`config.mk`:
```
export PLATFORM = sky130hd
export DESIGN_NAME = t1_e1_error_counters
export DESIGN_NICKNAME = d
export VERILOG_FILES = /design/src/inc/err_count_pkg.sv /design/src/verilog/sat_counter.sv /design/src/verilog/update_timer.sv /design/src/verilog/t1_e1_error_counters.sv
export SDC_FILE = /design/constraint.sdc
export NUM_CORES = 1
export LEC_CHECK = 0
export ABC_AREA = 1
export ABC_CLOCK_PERIOD_IN_PS = 1800
export BUFFER_PORTS_ARGS = -buffer_cell sky130_fd_sc_hd__clkbuf_2
export CORE_ASPECT_RATIO = 0.75
export CORE_UTILIZATION = 50
export CTS_CLUSTER_SIZE = 10
export DETAILED_ROUTE_END_ITERATION = 6
export PLACE_DENSITY = 0.79
export SETUP_SLACK_MARGIN = 0.2
export SYNTH_ARGS = -nofsm -noshare
export SYNTH_HDL_FRONTEND = slang
export SYNTH_SLANG_ARGS = --single-unit
export TNS_END_PERCENT = 30
```
`constraint.sdc`:
```
create_clock -name ref_clk -period 1.8 [get_ports ref_clk]
set_input_delay 0.18 -clock ref_clk [delete_from_list [all_inputs] [get_ports ref_clk]]
set_output_delay 0.18 -clock ref_clk [all_outputs]
set_load 0.01 [all_outputs]
```
`src/inc/err_count_pkg.sv`:
```
package err_count_pkg;
  // Host port and counter widths
  localparam int ADDR_W = 8;
  localparam int DATA_W = 8;
  localparam int COUNT_W = 16;

  // Register byte addresses
  localparam logic [7:0] ADDR_CONFIG = 8'h41;
  localparam logic [7:0] ADDR_LINE_HIGH = 8'h42;
  localparam logic [7:0] ADDR_LINE_LOW = 8'h43;
  localparam logic [7:0] ADDR_PATH_HIGH = 8'h44;
  localparam logic [7:0] ADDR_PATH_LOW = 8'h45;

  // Reset values
  localparam logic [6:0] CONFIG_RESET = 7'h00;
  localparam logic [7:0] READ_IDLE = 8'h00;

  // Configuration field positions
  localparam int BIT_EXCESS_ZERO = 0;
  localparam int BIT_SYNC_LOSS = 1;
  localparam int BIT_FS_REPORT = 2;
  localparam int BIT_E1_CV = 3;
  localparam int BIT_ACC_MODE = 4;
  localparam int BIT_AUTO_INTERVAL = 5;
  localparam int BIT_MANUAL = 6;
  localparam int CONFIG_W = 7;

  // Counter limits
  localparam logic [15:0] COUNT_MAX = 16'hFFFF;

  // Update intervals in frames; one second holds 8000 frames of 125 us
  localparam logic [13:0] FRAMES_ONE_SECOND = 14'h1F40;
  localparam logic [13:0] FRAMES_T1_SHORT = 14'h014D;
  localparam logic [13:0] FRAMES_E1_SHORT = 14'h01F4;

  // Zero run lengths for excessive zero detection
  localparam logic [4:0] ZEROS_PLAIN = 5'h10;
  localparam logic [4:0] ZEROS_B8ZS = 5'h08;

  // Update source selection
  typedef enum logic [1:0] {
    UPD_AUTO = 2'b01,
    UPD_MANUAL = 2'b10
  } update_src_t;
endpackage

```
`src/verilog/sat_counter.sv`:
```
`timescale 1ns/1ns
module sat_counter
(
  input wire logic ref_clk,
  input wire logic rst,
  input wire logic count_event,
  input wire logic latch,
  output logic [err_count_pkg::COUNT_W-1:0] snapshot
);
  import err_count_pkg::*;

  // Running count, never seen by the host directly
  logic [COUNT_W-1:0] running;
  // High while another increment would wrap
  wire at_max = (running == COUNT_MAX);
  // Value after one increment
  wire [COUNT_W-1:0] bumped = running + 16'h0001;
  // Count restarts at one if an event lands on the latch cycle, so it is not lost
  wire [COUNT_W-1:0] restart = count_event ? 16'h0001 : 16'h0000;
  wire [COUNT_W-1:0] next_running = latch ? restart : ((count_event && !at_max) ? bumped : running);

  // Running counter sticks at its top value
  always_ff @(posedge ref_clk)
  begin
    if (rst)
      running <= 16'h0000;
    else
      running <= next_running;
  end

  // Snapshot only moves on a latch, so reads stay coherent between updates
  always_ff @(posedge ref_clk)
  begin
    if (rst)
      snapshot <= 16'h0000;
    else if (latch)
      snapshot <= running;
  end
endmodule

```
`src/verilog/update_timer.sv`:
```
`timescale 1ns/1ns
module update_timer
(
  input wire logic ref_clk,
  input wire logic rst,
  input wire logic frame_strobe,
  input wire logic [13:0] frame_limit,
  output logic boundary
);
  import err_count_pkg::*;

  // Frames seen since the last boundary
  logic [13:0] frames;
  // Last frame of the interval; a lowered limit also closes the interval at once
  wire last_frame = frame_strobe && (frames >= frame_limit - 14'h0001);
  wire [13:0] next_frames = last_frame ? 14'h0000 : (frame_strobe ? frames + 14'h0001 : frames);

  // Frame counter
  always_ff @(posedge ref_clk)
  begin
    if (rst)
      frames <= 14'h0000;
    else
      frames <= next_frames;
  end

  // One-cycle boundary pulse, registered
  always_ff @(posedge ref_clk)
  begin
    if (rst)
      boundary <= 1'b0;
    else
      boundary <= last_frame;
  end
endmodule

```
`src/verilog/t1_e1_error_counters.sv`:
```
`timescale 1ns/1ns
// Overview of operation
// - Counters saturate at maximum, never wrap
// - Mode bit picks automatic or manual updates
// - T1 auto latch: one second or 333 frames
// - E1 auto latch: one second or 500 frames
// - Manual bit rising edge latches and clears
// - Automatic boundaries raise the timer interrupt
// - T1 line: BPVs, optional zero runs, no codewords
// - T1 line counter ignores sync loss
// - E1 line: BPV or CV by select bit
// - E1 CV: same-polarity consecutive BPVs only
// - HDB3 codewords never counted as BPVs
// - E1 line counter ignores sync, saturates 65535
// - Sync-loss select bit: framing errors or MOS
// - T1 ESF path counts CRC6, ignores Fs bit
// - T1 D4 path counts Ft, Fs optional
// - T1 path counter halts during sync loss
// - E1 path counts CRC-4, FAS/CRC-4 sync gates
// - Counts split high byte first, low next
module t1_e1_error_counters
(
  input wire logic ref_clk,
  input wire logic rst,
  input wire logic [err_count_pkg::ADDR_W-1:0] host_addr,
  input wire logic host_write,
  input wire logic host_read,
  input wire logic [err_count_pkg::DATA_W-1:0] host_wdata,
  output logic [err_count_pkg::DATA_W-1:0] host_rdata,
  input wire logic mode_e1,
  input wire logic esf_mode,
  input wire logic b8zs_enable,
  input wire logic hdb3_enable,
  input wire logic bit_strobe,
  input wire logic rx_pos_mark,
  input wire logic rx_neg_mark,
  input wire logic codeword_violation,
  input wire logic frame_strobe,
  input wire logic receive_sync_lost,
  input wire logic fas_sync_lost,
  input wire logic crc4_sync_lost,
  input wire logic crc_error,
  input wire logic ft_error,
  input wire logic fs_error,
  output logic timer_interrupt,
  output logic sync_loss_count_select
);
  import err_count_pkg::*;

  // Configuration register, bit seven is not stored and reads zero
  logic [CONFIG_W-1:0] error_counter_config;
  // Manual bit as it stood one cycle ago, for edge detection
  logic manual_prev;
  // Latch command issued one cycle after the manual edge
  logic manual_latch;
  // Polarity of the most recent mark: 1 positive
  logic last_mark_pos;
  // Seen at least one mark since reset
  logic mark_seen;
  // Polarity of the most recent raw bipolar violation, excluded codewords included
  logic last_bpv_pos;
  // Seen at least one bipolar violation since reset
  logic bpv_seen;
  // Length of the current zero run, held once it reaches the threshold
  logic [4:0] zero_run;
  // Snapshots presented to the host
  logic [COUNT_W-1:0] line_violation_count;
  logic [COUNT_W-1:0] path_violation_count;

  // Named configuration fields
  wire excess_zero_count_select = error_counter_config[BIT_EXCESS_ZERO];
  wire fs_error_report_enable = error_counter_config[BIT_FS_REPORT];
  wire e1_code_violation_select = error_counter_config[BIT_E1_CV];
  wire accumulation_mode_select = error_counter_config[BIT_ACC_MODE];
  wire auto_interval_select = error_counter_config[BIT_AUTO_INTERVAL];
  wire manual_update_trigger = error_counter_config[BIT_MANUAL];

  // Update source
  wire update_src_t update_src = accumulation_mode_select ? UPD_MANUAL : UPD_AUTO;

  // Host decode
  wire config_write = host_write && (host_addr == ADDR_CONFIG);
  // Bit seven is dropped here; the host is expected to write it as zero anyway
  wire [CONFIG_W-1:0] next_config = config_write ? host_wdata[CONFIG_W-1:0] : error_counter_config;

  // Configuration register
  always_ff @(posedge ref_clk)
  begin
    if (rst)
      error_counter_config <= CONFIG_RESET;
    else
      error_counter_config <= next_config;
  end

  // Manual update: a zero-to-one change of the trigger bit, only in manual mode
  wire manual_edge = manual_update_trigger && !manual_prev && (update_src == UPD_MANUAL);

  // Edge history and the one-cycle-later latch command
  always_ff @(posedge ref_clk)
  begin
    if (rst)
    begin
      manual_prev <= 1'b0;
      manual_latch <= 1'b0;
    end
    else
    begin
      manual_prev <= manual_update_trigger;
      manual_latch <= manual_edge;
    end
  end

  // Interval length depends on line standard and interval select
  wire [13:0] short_frames = mode_e1 ? FRAMES_E1_SHORT : FRAMES_T1_SHORT;
  wire [13:0] frame_limit = auto_interval_select ? short_frames : FRAMES_ONE_SECOND;
  // One-cycle pulse at each interval end
  wire interval_end;

  update_timer timer_unit
  (
    .ref_clk(ref_clk),
    .rst(rst),
    .frame_strobe(frame_strobe),
    .frame_limit(frame_limit),
    .boundary(interval_end)
  );

  // Automatic boundaries count only when automatic mode is selected
  wire auto_latch = interval_end && (update_src == UPD_AUTO);
  // Either source latches both counters together
  wire latch_now = auto_latch || manual_latch;

  // Timer interrupt pulse, one cycle, aligned with the fresh snapshot
  always_ff @(posedge ref_clk)
  begin
    if (rst)
      timer_interrupt <= 1'b0;
    else
      timer_interrupt <= auto_latch;
  end

  // Mode bit shared with the frames-out-of-sync counter, passed on as is
  always_ff @(posedge ref_clk)
  begin
    if (rst)
      sync_loss_count_select <= 1'b0;
    else
      sync_loss_count_select <= error_counter_config[BIT_SYNC_LOSS];
  end

  // Line decoding
  wire is_mark = bit_strobe && (rx_pos_mark ^ rx_neg_mark);
  wire is_zero = bit_strobe && !rx_pos_mark && !rx_neg_mark;
  // Same polarity as the previous mark
  wire raw_bpv = is_mark && mark_seen && (rx_pos_mark == last_mark_pos);
  // Substitution codewords are excluded when the matching code is on
  wire codeword_excluded = codeword_violation && (mode_e1 ? hdb3_enable : b8zs_enable);
  wire bpv = raw_bpv && !codeword_excluded;
  // E1 code violation: two successive violations of the same polarity
  wire code_violation = raw_bpv && bpv_seen && (rx_pos_mark == last_bpv_pos);

  // Mark and violation polarity history
  always_ff @(posedge ref_clk)
  begin
    if (rst)
    begin
      last_mark_pos <= 1'b0;
      mark_seen <= 1'b0;
      last_bpv_pos <= 1'b0;
      bpv_seen <= 1'b0;
    end
    else
    begin
      if (is_mark)
      begin
        last_mark_pos <= rx_pos_mark;
        mark_seen <= 1'b1;
      end
      if (raw_bpv)
      begin
        last_bpv_pos <= rx_pos_mark;
        bpv_seen <= 1'b1;
      end
    end
  end

  // Excessive zeros: threshold shorter when B8ZS is on
  wire [4:0] zero_limit = b8zs_enable ? ZEROS_B8ZS : ZEROS_PLAIN;
  // One count per run, as the run first reaches the threshold
  wire zero_hit = is_zero && (zero_run == zero_limit - 5'h01);
  wire [4:0] next_zero_run = is_mark ? 5'h00 : ((is_zero && zero_run < zero_limit) ? zero_run + 5'h01 : zero_run);

  // Zero run length
  always_ff @(posedge ref_clk)
  begin
    if (rst)
      zero_run <= 5'h00;
    else
      zero_run <= next_zero_run;
  end

  // Line event by standard; no sync gating on either path
  wire t1_line_event = bpv || (excess_zero_count_select && zero_hit);
  wire e1_line_event = e1_code_violation_select ? code_violation : bpv;
  wire line_event = mode_e1 ? e1_line_event : t1_line_event;

  // Path event: ESF CRC6, D4 Ft with optional Fs, E1 CRC-4
  wire t1_frame_error = ft_error || (fs_error_report_enable && fs_error);
  wire t1_path_raw = esf_mode ? crc_error : t1_frame_error;
  wire t1_path_event = t1_path_raw && !receive_sync_lost;
  // CAS multiframe loss is not an input here, so it cannot gate the count
  wire e1_path_event = crc_error && !fas_sync_lost && !crc4_sync_lost;
  wire path_event = mode_e1 ? e1_path_event : t1_path_event;

  sat_counter line_counter
  (
    .ref_clk(ref_clk),
    .rst(rst),
    .count_event(line_event),
    .latch(latch_now),
    .snapshot(line_violation_count)
  );

  sat_counter path_counter
  (
    .ref_clk(ref_clk),
    .rst(rst),
    .count_event(path_event),
    .latch(latch_now),
    .snapshot(path_violation_count)
  );

  // Read mux: high byte at the lower address
  wire [7:0] config_read = {1'b0, error_counter_config};
  wire [7:0] read_value =
    (host_addr == ADDR_CONFIG) ? config_read :
    (host_addr == ADDR_LINE_HIGH) ? line_violation_count[15:8] :
    (host_addr == ADDR_LINE_LOW) ? line_violation_count[7:0] :
    (host_addr == ADDR_PATH_HIGH) ? path_violation_count[15:8] :
    (host_addr == ADDR_PATH_LOW) ? path_violation_count[7:0] :
    READ_IDLE;

  // Registered read data; the snapshot is ready two edges after a manual write,
  // which is why the host waits before reading
  always_ff @(posedge ref_clk)
  begin
    if (rst)
      host_rdata <= READ_IDLE;
    else if (host_read)
      host_rdata <= read_value;
  end
endmodule

```
# Yosys cells after proc, flatten, opt, wreduce, memory -nomap -nowiden

Cells that the tools add are included.
W data, S select, Z words.

Multiplexer cells: 20
Div/mod/pow operators: 0
Shift operators: 0
Order comparisons: 2
Add/subtract/negate cells: 6
Reductions and logical operators: 39
Bitwise logic cells: 1
Eq/ne operators: 12
$mul: 0

Operator list:

| cell                    | count |
|---|---|
| $mux W16                | 4 |
| $mux W8                 | 6 |
| $eq A8 B7 Y1 const B    | 5 |
| $add A16 B1 Y16 const B | 2 |
| $eq A16 B16 Y1 const B  | 2 |
| $logic_and A1 B1 Y1     | 23 |
| $add A14 B1 Y14 const B | 1 |
| $ge A14 B14 Y1          | 1 |
| $sub A13 B1 Y14 const B | 1 |
| $mux W13                | 1 |
| $logic_not A1 Y1        | 9 |
| $mux W1                 | 7 |
| $add A5 B1 Y5 const B   | 1 |
| $eq A5 B5 Y1            | 1 |
| $lt A5 B5 Y1            | 1 |
| $mux W5                 | 1 |
| $sub A5 B1 Y5 const B   | 1 |
| $reduce_bool A2 Y1      | 2 |
| $reduce_or A2 Y1        | 2 |
| $logic_or A1 B1 Y1      | 3 |
| $eq A1 B1 Y1            | 2 |
| $eq A2 B1 Y1 const B    | 1 |
| $eq A2 B2 Y1 const B    | 1 |
| $mux W2                 | 1 |
| $xor A1 B1 Y1           | 1 |

Bits of input ports: 35
Flip-flop bits (word level): 107
Output and inout bits: 10
Word-level logic and storage cells: 97
Memory bits (writable): 0
Bits in read-only memories: 0
Memories: 0
Latch bits: 0

# Logic depth before layout (Yosys ltp)

Gate-level depths: netlist of run 1.

Depth in word-level cells: 11
Depth in mapped cells: 14

# By module

From an unflattened synthesis of run 1, not the netlist that was laid out.

Cells, all modules: 890
Area total of the unflattened synthesis: 6,243.5 µm²

Modules (own cells, without submodules):

| module               | times used | area an instance (µm²) | cells an instance |
|---|---|---|---|
| sat_counter          | 2          | 1,564.0                | 220 |
| t1_e1_error_counters | 1          | 1,769.2                | 262 |
| update_timer         | 1          | 1,346.3                | 188 |

# Worst setup path before layout of run 1

OpenSTA, ideal clock, no wires.

Kind: flip-flop to flip-flop
Start point: register error_counter_config[5]
End point: register timer_unit.frames[10]
Cell stages (with the launch flop): 13
Data required time: 1.684 ns
Setup slack: -0.032 ns
Buffers on the path: 1
Arrival time: 1.716 ns
Period minus slack after synthesis: 1.832 ns
Cell sequence: dfxtp_1 -> inv_1 -> nor2_1 -> inv_1 -> ha_1 -> nand4_1 -> nor4_1 -> nand2_1 -> nand3_1 -> nand2_1 -> nand2_1 -> buf_2 -> nor2_1

Word-level cells in the longest chain between the ends: 5

RTL lines:

| what                              | RTL line                    | RTL |
|---|---|---|
| start, declared                   | t1_e1_error_counters.sv:51  | `logic [CONFIG_W-1:0] error_counter_config;` |
| start signal, assigned            | t1_e1_error_counters.sv:92  | `error_counter_config <= next_config;` |
| $mux W13                          | t1_e1_error_counters.sv:115 | `wire [13:0] frame_limit = auto_interval_select ? short_frames : FRAMES_ONE_SECOND;` |
| $sub A13 B1 Y14                   | update_timer.sv:15          | `wire last_frame = frame_strobe && (frames >= frame_limit - 14'h0001);` |
| $ge A14 B14 Y1                    | update_timer.sv:15          |  |
| $logic_and A1 B1 Y1               | update_timer.sv:15          |  |
| $reduce_or A2 Y1 (no source line) | n/a                         |  |
| end signal, assigned              | update_timer.sv:24          | `frames <= next_frames;` |
| end, declared                     | update_timer.sv:13          | `logic [13:0] frames;` |

No other way between the ends.
A chain may end at the register's enable or synchronous reset.

# Worst setup path after layout of run 1

Start point: register error_counter_config[5]
End point: register timer_unit.frames[4]

The elaborated chain is that of the path after synthesis.

==> impl_metrics.ini, run 1 <==
[place]
place.gp.congestion = 0.864
dp_hpwl_um = 9810
place_inst = 931
io_buffers = 43

[setup_path]
critPathLaunchType = flip-flop
critical_path_required_ps = 2040
cp_max_fo = 7
endpoint_kind = flip-flop
critical_path_class = flip-flop to flip-flop
crit_arrival_ps = 2080
r2r_slack_ps = -40

[cts]
cts-buffers-inserted = 9
worst_skew_pair.late_latency_ps = 340
clock-root-buffer = clkbuf_16
htreeDepth = 3
clkTransAtPathRegs_ps = 70
cts_hold_buf = 0
cts_tree = yes
cts_sinks = 107
clock_path_buffers = 2

[cells_and_area]
fin_util_pct = 64.2
layout_commonest_cell = nand2_1
register_area_um2 = 2160
multiInputGateArea_um2 = 3200
syn2layout_area_growth_pct = 23.9
instances_no_fill = 965
drive_gt1_share_pct = 23.8
num-fill-cells = 860
diodes = 0
mostFrequentLayoutCells = nand2_1, dfxtp_1, nor2_1, a21oi_1, inv_1
final_nets = 877

[timing]
finClkSkew_ps = 5.79
final-max-slew-violation-count = 0
post-route-min-period_ps = 1840
fin_hold_ws_ps = 95.1
fin_crit_sh_pct = 102
max_freq_mhz = 545
hold_viol = 0
rsz0062_at_grt = true
maxSlewHeadroom_pct = 66.0
tightest_slew_ps = 506
setup_violations = 15
timing.final.ws_setup_ps = -35.1

[power]
intPower_uw = 3600
p_per_area_nw_per_um2 = 705
ir_drop_mv = 0.620
comb_power_share_pct = 6.5
netSwitchingPower_uw = 1100
seq_power_share_pct = 51.1
switching_share_pct = 23.4
clkPwrFrac_pct = 42.4
p_leak_uw = 0.00259

[synthesis]
synth-main-ff-cell = dfxtp_1
yosysUniqueCellTypes = 38
synth_edf_count = 0
syn_area_um2 = 5370
async_flop_share_pct = 0
synth_top_area_share_pct = 39.9
netlist_instances = 755
yosysWarnings = 0
syn_area_per_cell_um2 = 7.12
synthTopCellsByArea = dfxtp_1, nand2_1, nor2_1
yosysTopAreaCell = dfxtp_1
synth_nets = 808
synth_seq_cells = 107
ys_seq_area_share_pct = 39.9

[detailed_routing]
viasPerCell = 5.58
first_iter_violations = 429
dr.pass1.iters = 5
ant_nets = 0
drc = 0
vias = 5388
avgRoutedWirePerCell_um = 14.9
wl_um = 14300

[global_routing]
grt_pass1_vias = 4867
grt_pass1_wl_um = 22900
grt_usage_pct = 25.7
grt_max_degree = 33
overflow = 0
grt_antenna_before_repair = 0

[floorplan]
ios = 45
initial_utilization_pct = 51.8
die_area_um2 = 11200
die_w_um = 122
die_y_um = 91.8
core_um2 = 10400
rows = 32

[run]
drv_cap = 0

[status]
violations = setup timing
status = complete, but fails checks

[hold_path]
min_path_type = input pin to flip-flop
## cell families after synthesis
| kind of cell | count (synthesis) | synth area share, % |
|---|---|---|
| DFF | 107 | 39.9 |
| AOI/OAI and AO/OA | 147 | 14.2 |
| adders and majority gates | 18 | 4.19 |
| and+or+nand+nor | 359 | 30.5 |
| buffers and inverters | 102 | 7.69 |
| muxes | 1 | 0.186 |
| xor gates and xnor gates | 21 | 3.42 |
## timing repair
item,CTS,global route
gates resized for setup,23,65
endpoints found under the setup margin,42,69
setup buffers,5,9
gates cloned,4,0
pin swaps,3,28
## flip-flops by register name, summed over array words and instances (netlist names), 5 cells and up
| name | cells |
|---|---|
| zero_run | 5 |
| path_counter.running | 16 |
| error_counter_config | 7 |
| timer_unit.frames | 14 |
| line_counter.snapshot | 16 |
| line_counter.running | 16 |
| path_counter.snapshot | 16 |
| host_rdata | 8 |
## worst paths after layout
| path | endpoint | start | depth (start not counted) |
|---|---|---|---|
| max | timer_unit.frames[4]$_SDFFE_PP0P_ | error_counter_config[5]$_SDFFE_PP0P_ | 11 |
| min | error_counter_config[0]$_SDFFE_PP0P_ | host_wdata[0] | 3 |
| max reg2reg | timer_unit.frames[4]$_SDFFE_PP0P_ | error_counter_config[5]$_SDFFE_PP0P_ | 11 |
| min reg2reg | manual_latch$_SDFF_PP0_ | manual_prev$_SDFF_PP0_ | 1 |
## cell type report
| cell class | instances | share of cell area [%] |
|---|---|---|
| tap | 136 | 2.56 |
| sequential | 107 | 32.5 |
| clock inverter | 6 | 1.11 |
| inverter | 75 | 4.49 |
| timing repair buffer | 83 | 7.88 |
| clock buffer | 10 | 3.44 |
| multi-input combinational | 548 | 48.0 |
## stage by stage
step | cell area (µm²) | setup TNS [ps] | total power, µW | setup slack (ps)
global route | 6660 | -1340 | 4870 | -108
CTS | 6350 | 0 | 4700 | 78.9
finish | 6660 | -240 | 4700 | -35.1
global placement | 5860 | 0 | 2700 | 2.31
floorplan | 5430 | 0 | 2610 | 172
detailed placement | 5860 | -936 | 2720 | -82.1
## layer usage
metal / routed length, µm / GRT usage (%) / part of all wire, % / up-vias
met5: 0 / 0 / 0 / -
met4: 269 / 7.20 / 1.9 / 0
met3: 883 / 5.85 / 6.2 / 32
met2: 6550 / 39.5 / 46 / 193
met1: 6640 / 35.8 / 46 / 2513
li1: - / - / - / 2650
## worst max-delay path, stage by stage, from the launching register on
cell     delay, ps
dfxtp_4        400
inv_6           50
nor2_4          80
inv_1           50
ha_1           260
nand4_1        130
nor4_2         240
nand2_1        110
nand3_2        110
nand2_4        100
nand2_8        130
nor2_1          60
## synthesized netlist by cell type (all sizes together), types with 3 or more instances
cell type,count
dfxtp,107
nor2,111
a21oi,75
buf,18
nor3,14
o21bai,3
xnor2,8
nor4,4
xor2,13
o21ai,59
nand3,63
ha,18
a31oi,8
clkbuf,9
nand4,26
nand2,135
inv,75
## power groups by stage
stage                     combinational [µW]  clock (µW)  sequential [µW]
after floorplan                          155           0             2460
after global placement                   252           0             2450
after detailed placement                 261           0             2450
after CTS                                273        2020             2400
after global routing                     341        2130             2400
final                                    307        1990             2400
No activity file was read; power rests on OpenSTA's default activity.
==> run 2, diff against run 1 <==
- CORE_UTILIZATION: 50 -> 45
- PLACE_DENSITY: 0.79 -> 0.73
==> run 2 against run 1 <==
- the run now ends clean
- count of clock-buffer cells in the layout down 1
- fmax grew 2.8%
- critical path depth decreased by 2
- worst hold slack lost 17 ps
- cell count grew 2.6%
- register-to-register slack improved by 50 ps
- cell area increased by 2.6%
- core utilization shrank 5.4 points
- critical endpoint is now timer_unit.boundary$_SDFF_PP0_
==> impl_metrics.ini, run 2 (same netlist as run 1, synthesis figures left out) <==
[cells_and_area]
final_nets = 876
diodes = 0
final_cell_area_um2 = 6830
syn2layout_area_growth_pct = 27.1
num-fill-cells = 1037
mostFrequentLayoutCells = nand2_1, dfxtp_1, nor2_1, inv_1, a21oi_1
layout_commonest_cell = nand2_1
drive_gt1_share_pct = 27.5

[timing]
fin_hold_ws_ps = 77.8
rsz0062_at_grt = true
final-max-slew-violation-count = 0
maxSlewHeadroom_pct = 63.6
fin_crit_sh_pct = 99.1
tns_ps = 0
timing.final.ws_setup_ps = 15.5
hold_viol = 0
post-route-min-period_ps = 1780
setup_violations = 0
tightest_slew_ps = 546
finClkSkew_ps = 4.73
max_freq_mhz = 560

[floorplan]
die_area_um2 = 12400
ios = 45
die_y_um = 96.6
rows = 34
die_w_um = 128
core_um2 = 11600
initial_utilization_pct = 46.3

[global_routing]
grt_usage_pct = 22.3
grt_pass1_wl_um = 22100
overflow = 0
grt_max_degree = 40
grt_antenna_before_repair = 0
grt_pass1_vias = 4630

[power]
ir_drop_mv = 0.563
clkPwrFrac_pct = 41.7
comb_power_share_pct = 6.7
p_per_area_nw_per_um2 = 679
p_leak_uw = 0.00261
switching_share_pct = 25.3
netSwitchingPower_uw = 1170
intPower_uw = 3470
seq_power_share_pct = 51.6

[cts]
cts-buffers-inserted = 9
clkTransAtPathRegs_ps = 70
cts_hold_buf = 0
cts_sinks = 107
clock_path_buffers = 2
cts_tree = yes
clock-root-buffer = clkbuf_16
worst_skew_pair.late_latency_ps = 350
htreeDepth = 3

[detailed_routing]
dr.pass1.iters = 5
drc = 0
wl_um = 14000
avgRoutedWirePerCell_um = 14.1
vias = 5291
viasPerCell = 5.34
first_iter_violations = 466
ant_nets = 0

[setup_path]
critPathLaunchType = flip-flop
critPathCapture = timer_unit.boundary$_SDFF_PP0_
cp_max_fo = 5
worstSetupStartpoint = error_counter_config[5]$_SDFFE_PP0P_
crit_arrival_ps = 2080
critical_path_class = flip-flop to flip-flop
worstRegToRegCells = 9
worstReg2RegStart = error_counter_config[5]$_SDFFE_PP0P_
endpoint_kind = flip-flop
r2r_slack_ps = 20
critical_path_required_ps = 2100
r2r-end = timer_unit.boundary$_SDFF_PP0_

[place]
io_buffers = 43
place_area_um2 = 5970
place.gp.congestion = 0.875
dp_hpwl_um = 9690
pre_cts_slack_ps = -37.9

[run]
drv_cap = 0

[status]
status = finished clean

[hold_path]
min_path_type = input pin to flip-flop
==> run 2: changes by cell type in the layout (fill, tap and decap cells not counted), sizes merged <==
cell | before | now
clkinv | 2 | 3
inv | 76 | 78
clkinvlp | 2 | 1
bufinv | 1 | 0
clkbuf | 53 | 52
nand2 | 137 | 136
==> run 2: final cells by class <==
class                           count  area (µm²)  share of cell area, %
Multi-Input combinational cell    547        3310                   48.5
Sequential cell                   107        2160                   31.7
Timing Repair Buffer               83         569                   8.34
Inverter                           75         294                   4.31
Clock buffer                        9         225                   3.30
Tap cell                          162         203                   2.97
Clock inverter                      7        58.8                  0.861
==> run 2: how the worst min path moves through the flow <==
stage	from	to	slack, ps	depth (start not counted)
2_1_floorplan	rx_pos_mark	last_mark_pos$_SDFFE_PP0N_	330	2
3_3_place_gp	manual_prev$_SDFF_PP0_	manual_latch$_SDFF_PP0_	390	1
3_5_place_dp	manual_prev$_SDFF_PP0_	manual_latch$_SDFF_PP0_	390	1
4_1_cts	host_wdata[2]	error_counter_config[2]$_SDFFE_PP0P_	80	3
5_1_grt	host_wdata[2]	error_counter_config[2]$_SDFFE_PP0P_	90	3
6_report	host_wdata[2]	error_counter_config[2]$_SDFFE_PP0P_	80	3
==> run 2: worst max-delay path, cell delays in order (launching register included) <==
cell	delay, ps
dfxtp_4	380
buf_6	140
ha_4	260
nand4_1	130
nor4_2	300
nand2_1	90
nand3_2	100
nand2_4	90
buf_4	160
nor2_1	70
==> run 2: through the flow <==
stage	total power, µW	util (%)	std cells
3_5_place_dp	2730	51.4	966
6_report	4640	58.8	990
2_1_floorplan	2610	-	755
5_1_grt	4790	58.8	990
3_3_place_gp	2720	51.4	966
4_1_cts	4620	55.0	984
==> run 2: power groups by stage <==
stage,sequential (µW),combinational [µW],clock (µW)
after floorplan,2460,155,0
after global placement,2450,270,0
final,2400,310,1930
after CTS,2400,282,1940
after detailed placement,2450,273,0
after global routing,2400,345,2040
==> run 2: repair_timing <==
item                       4_1_cts  5_1_grt
setup endpoints to repair       39       47
resized for setup               22      107
pin swaps                       13       49
gates cloned                     1        0
setup buffers                    1        6
==> run 2: layer usage <==
layer  up-vias  track usage [%]  part of all wire [%]
li1       2670                -                     -
met1      2469             34.4                    51
met2       132             31.6                    43
met3        20             3.87                   4.4
met4         0             6.06                   1.5
met5         -                0                     0
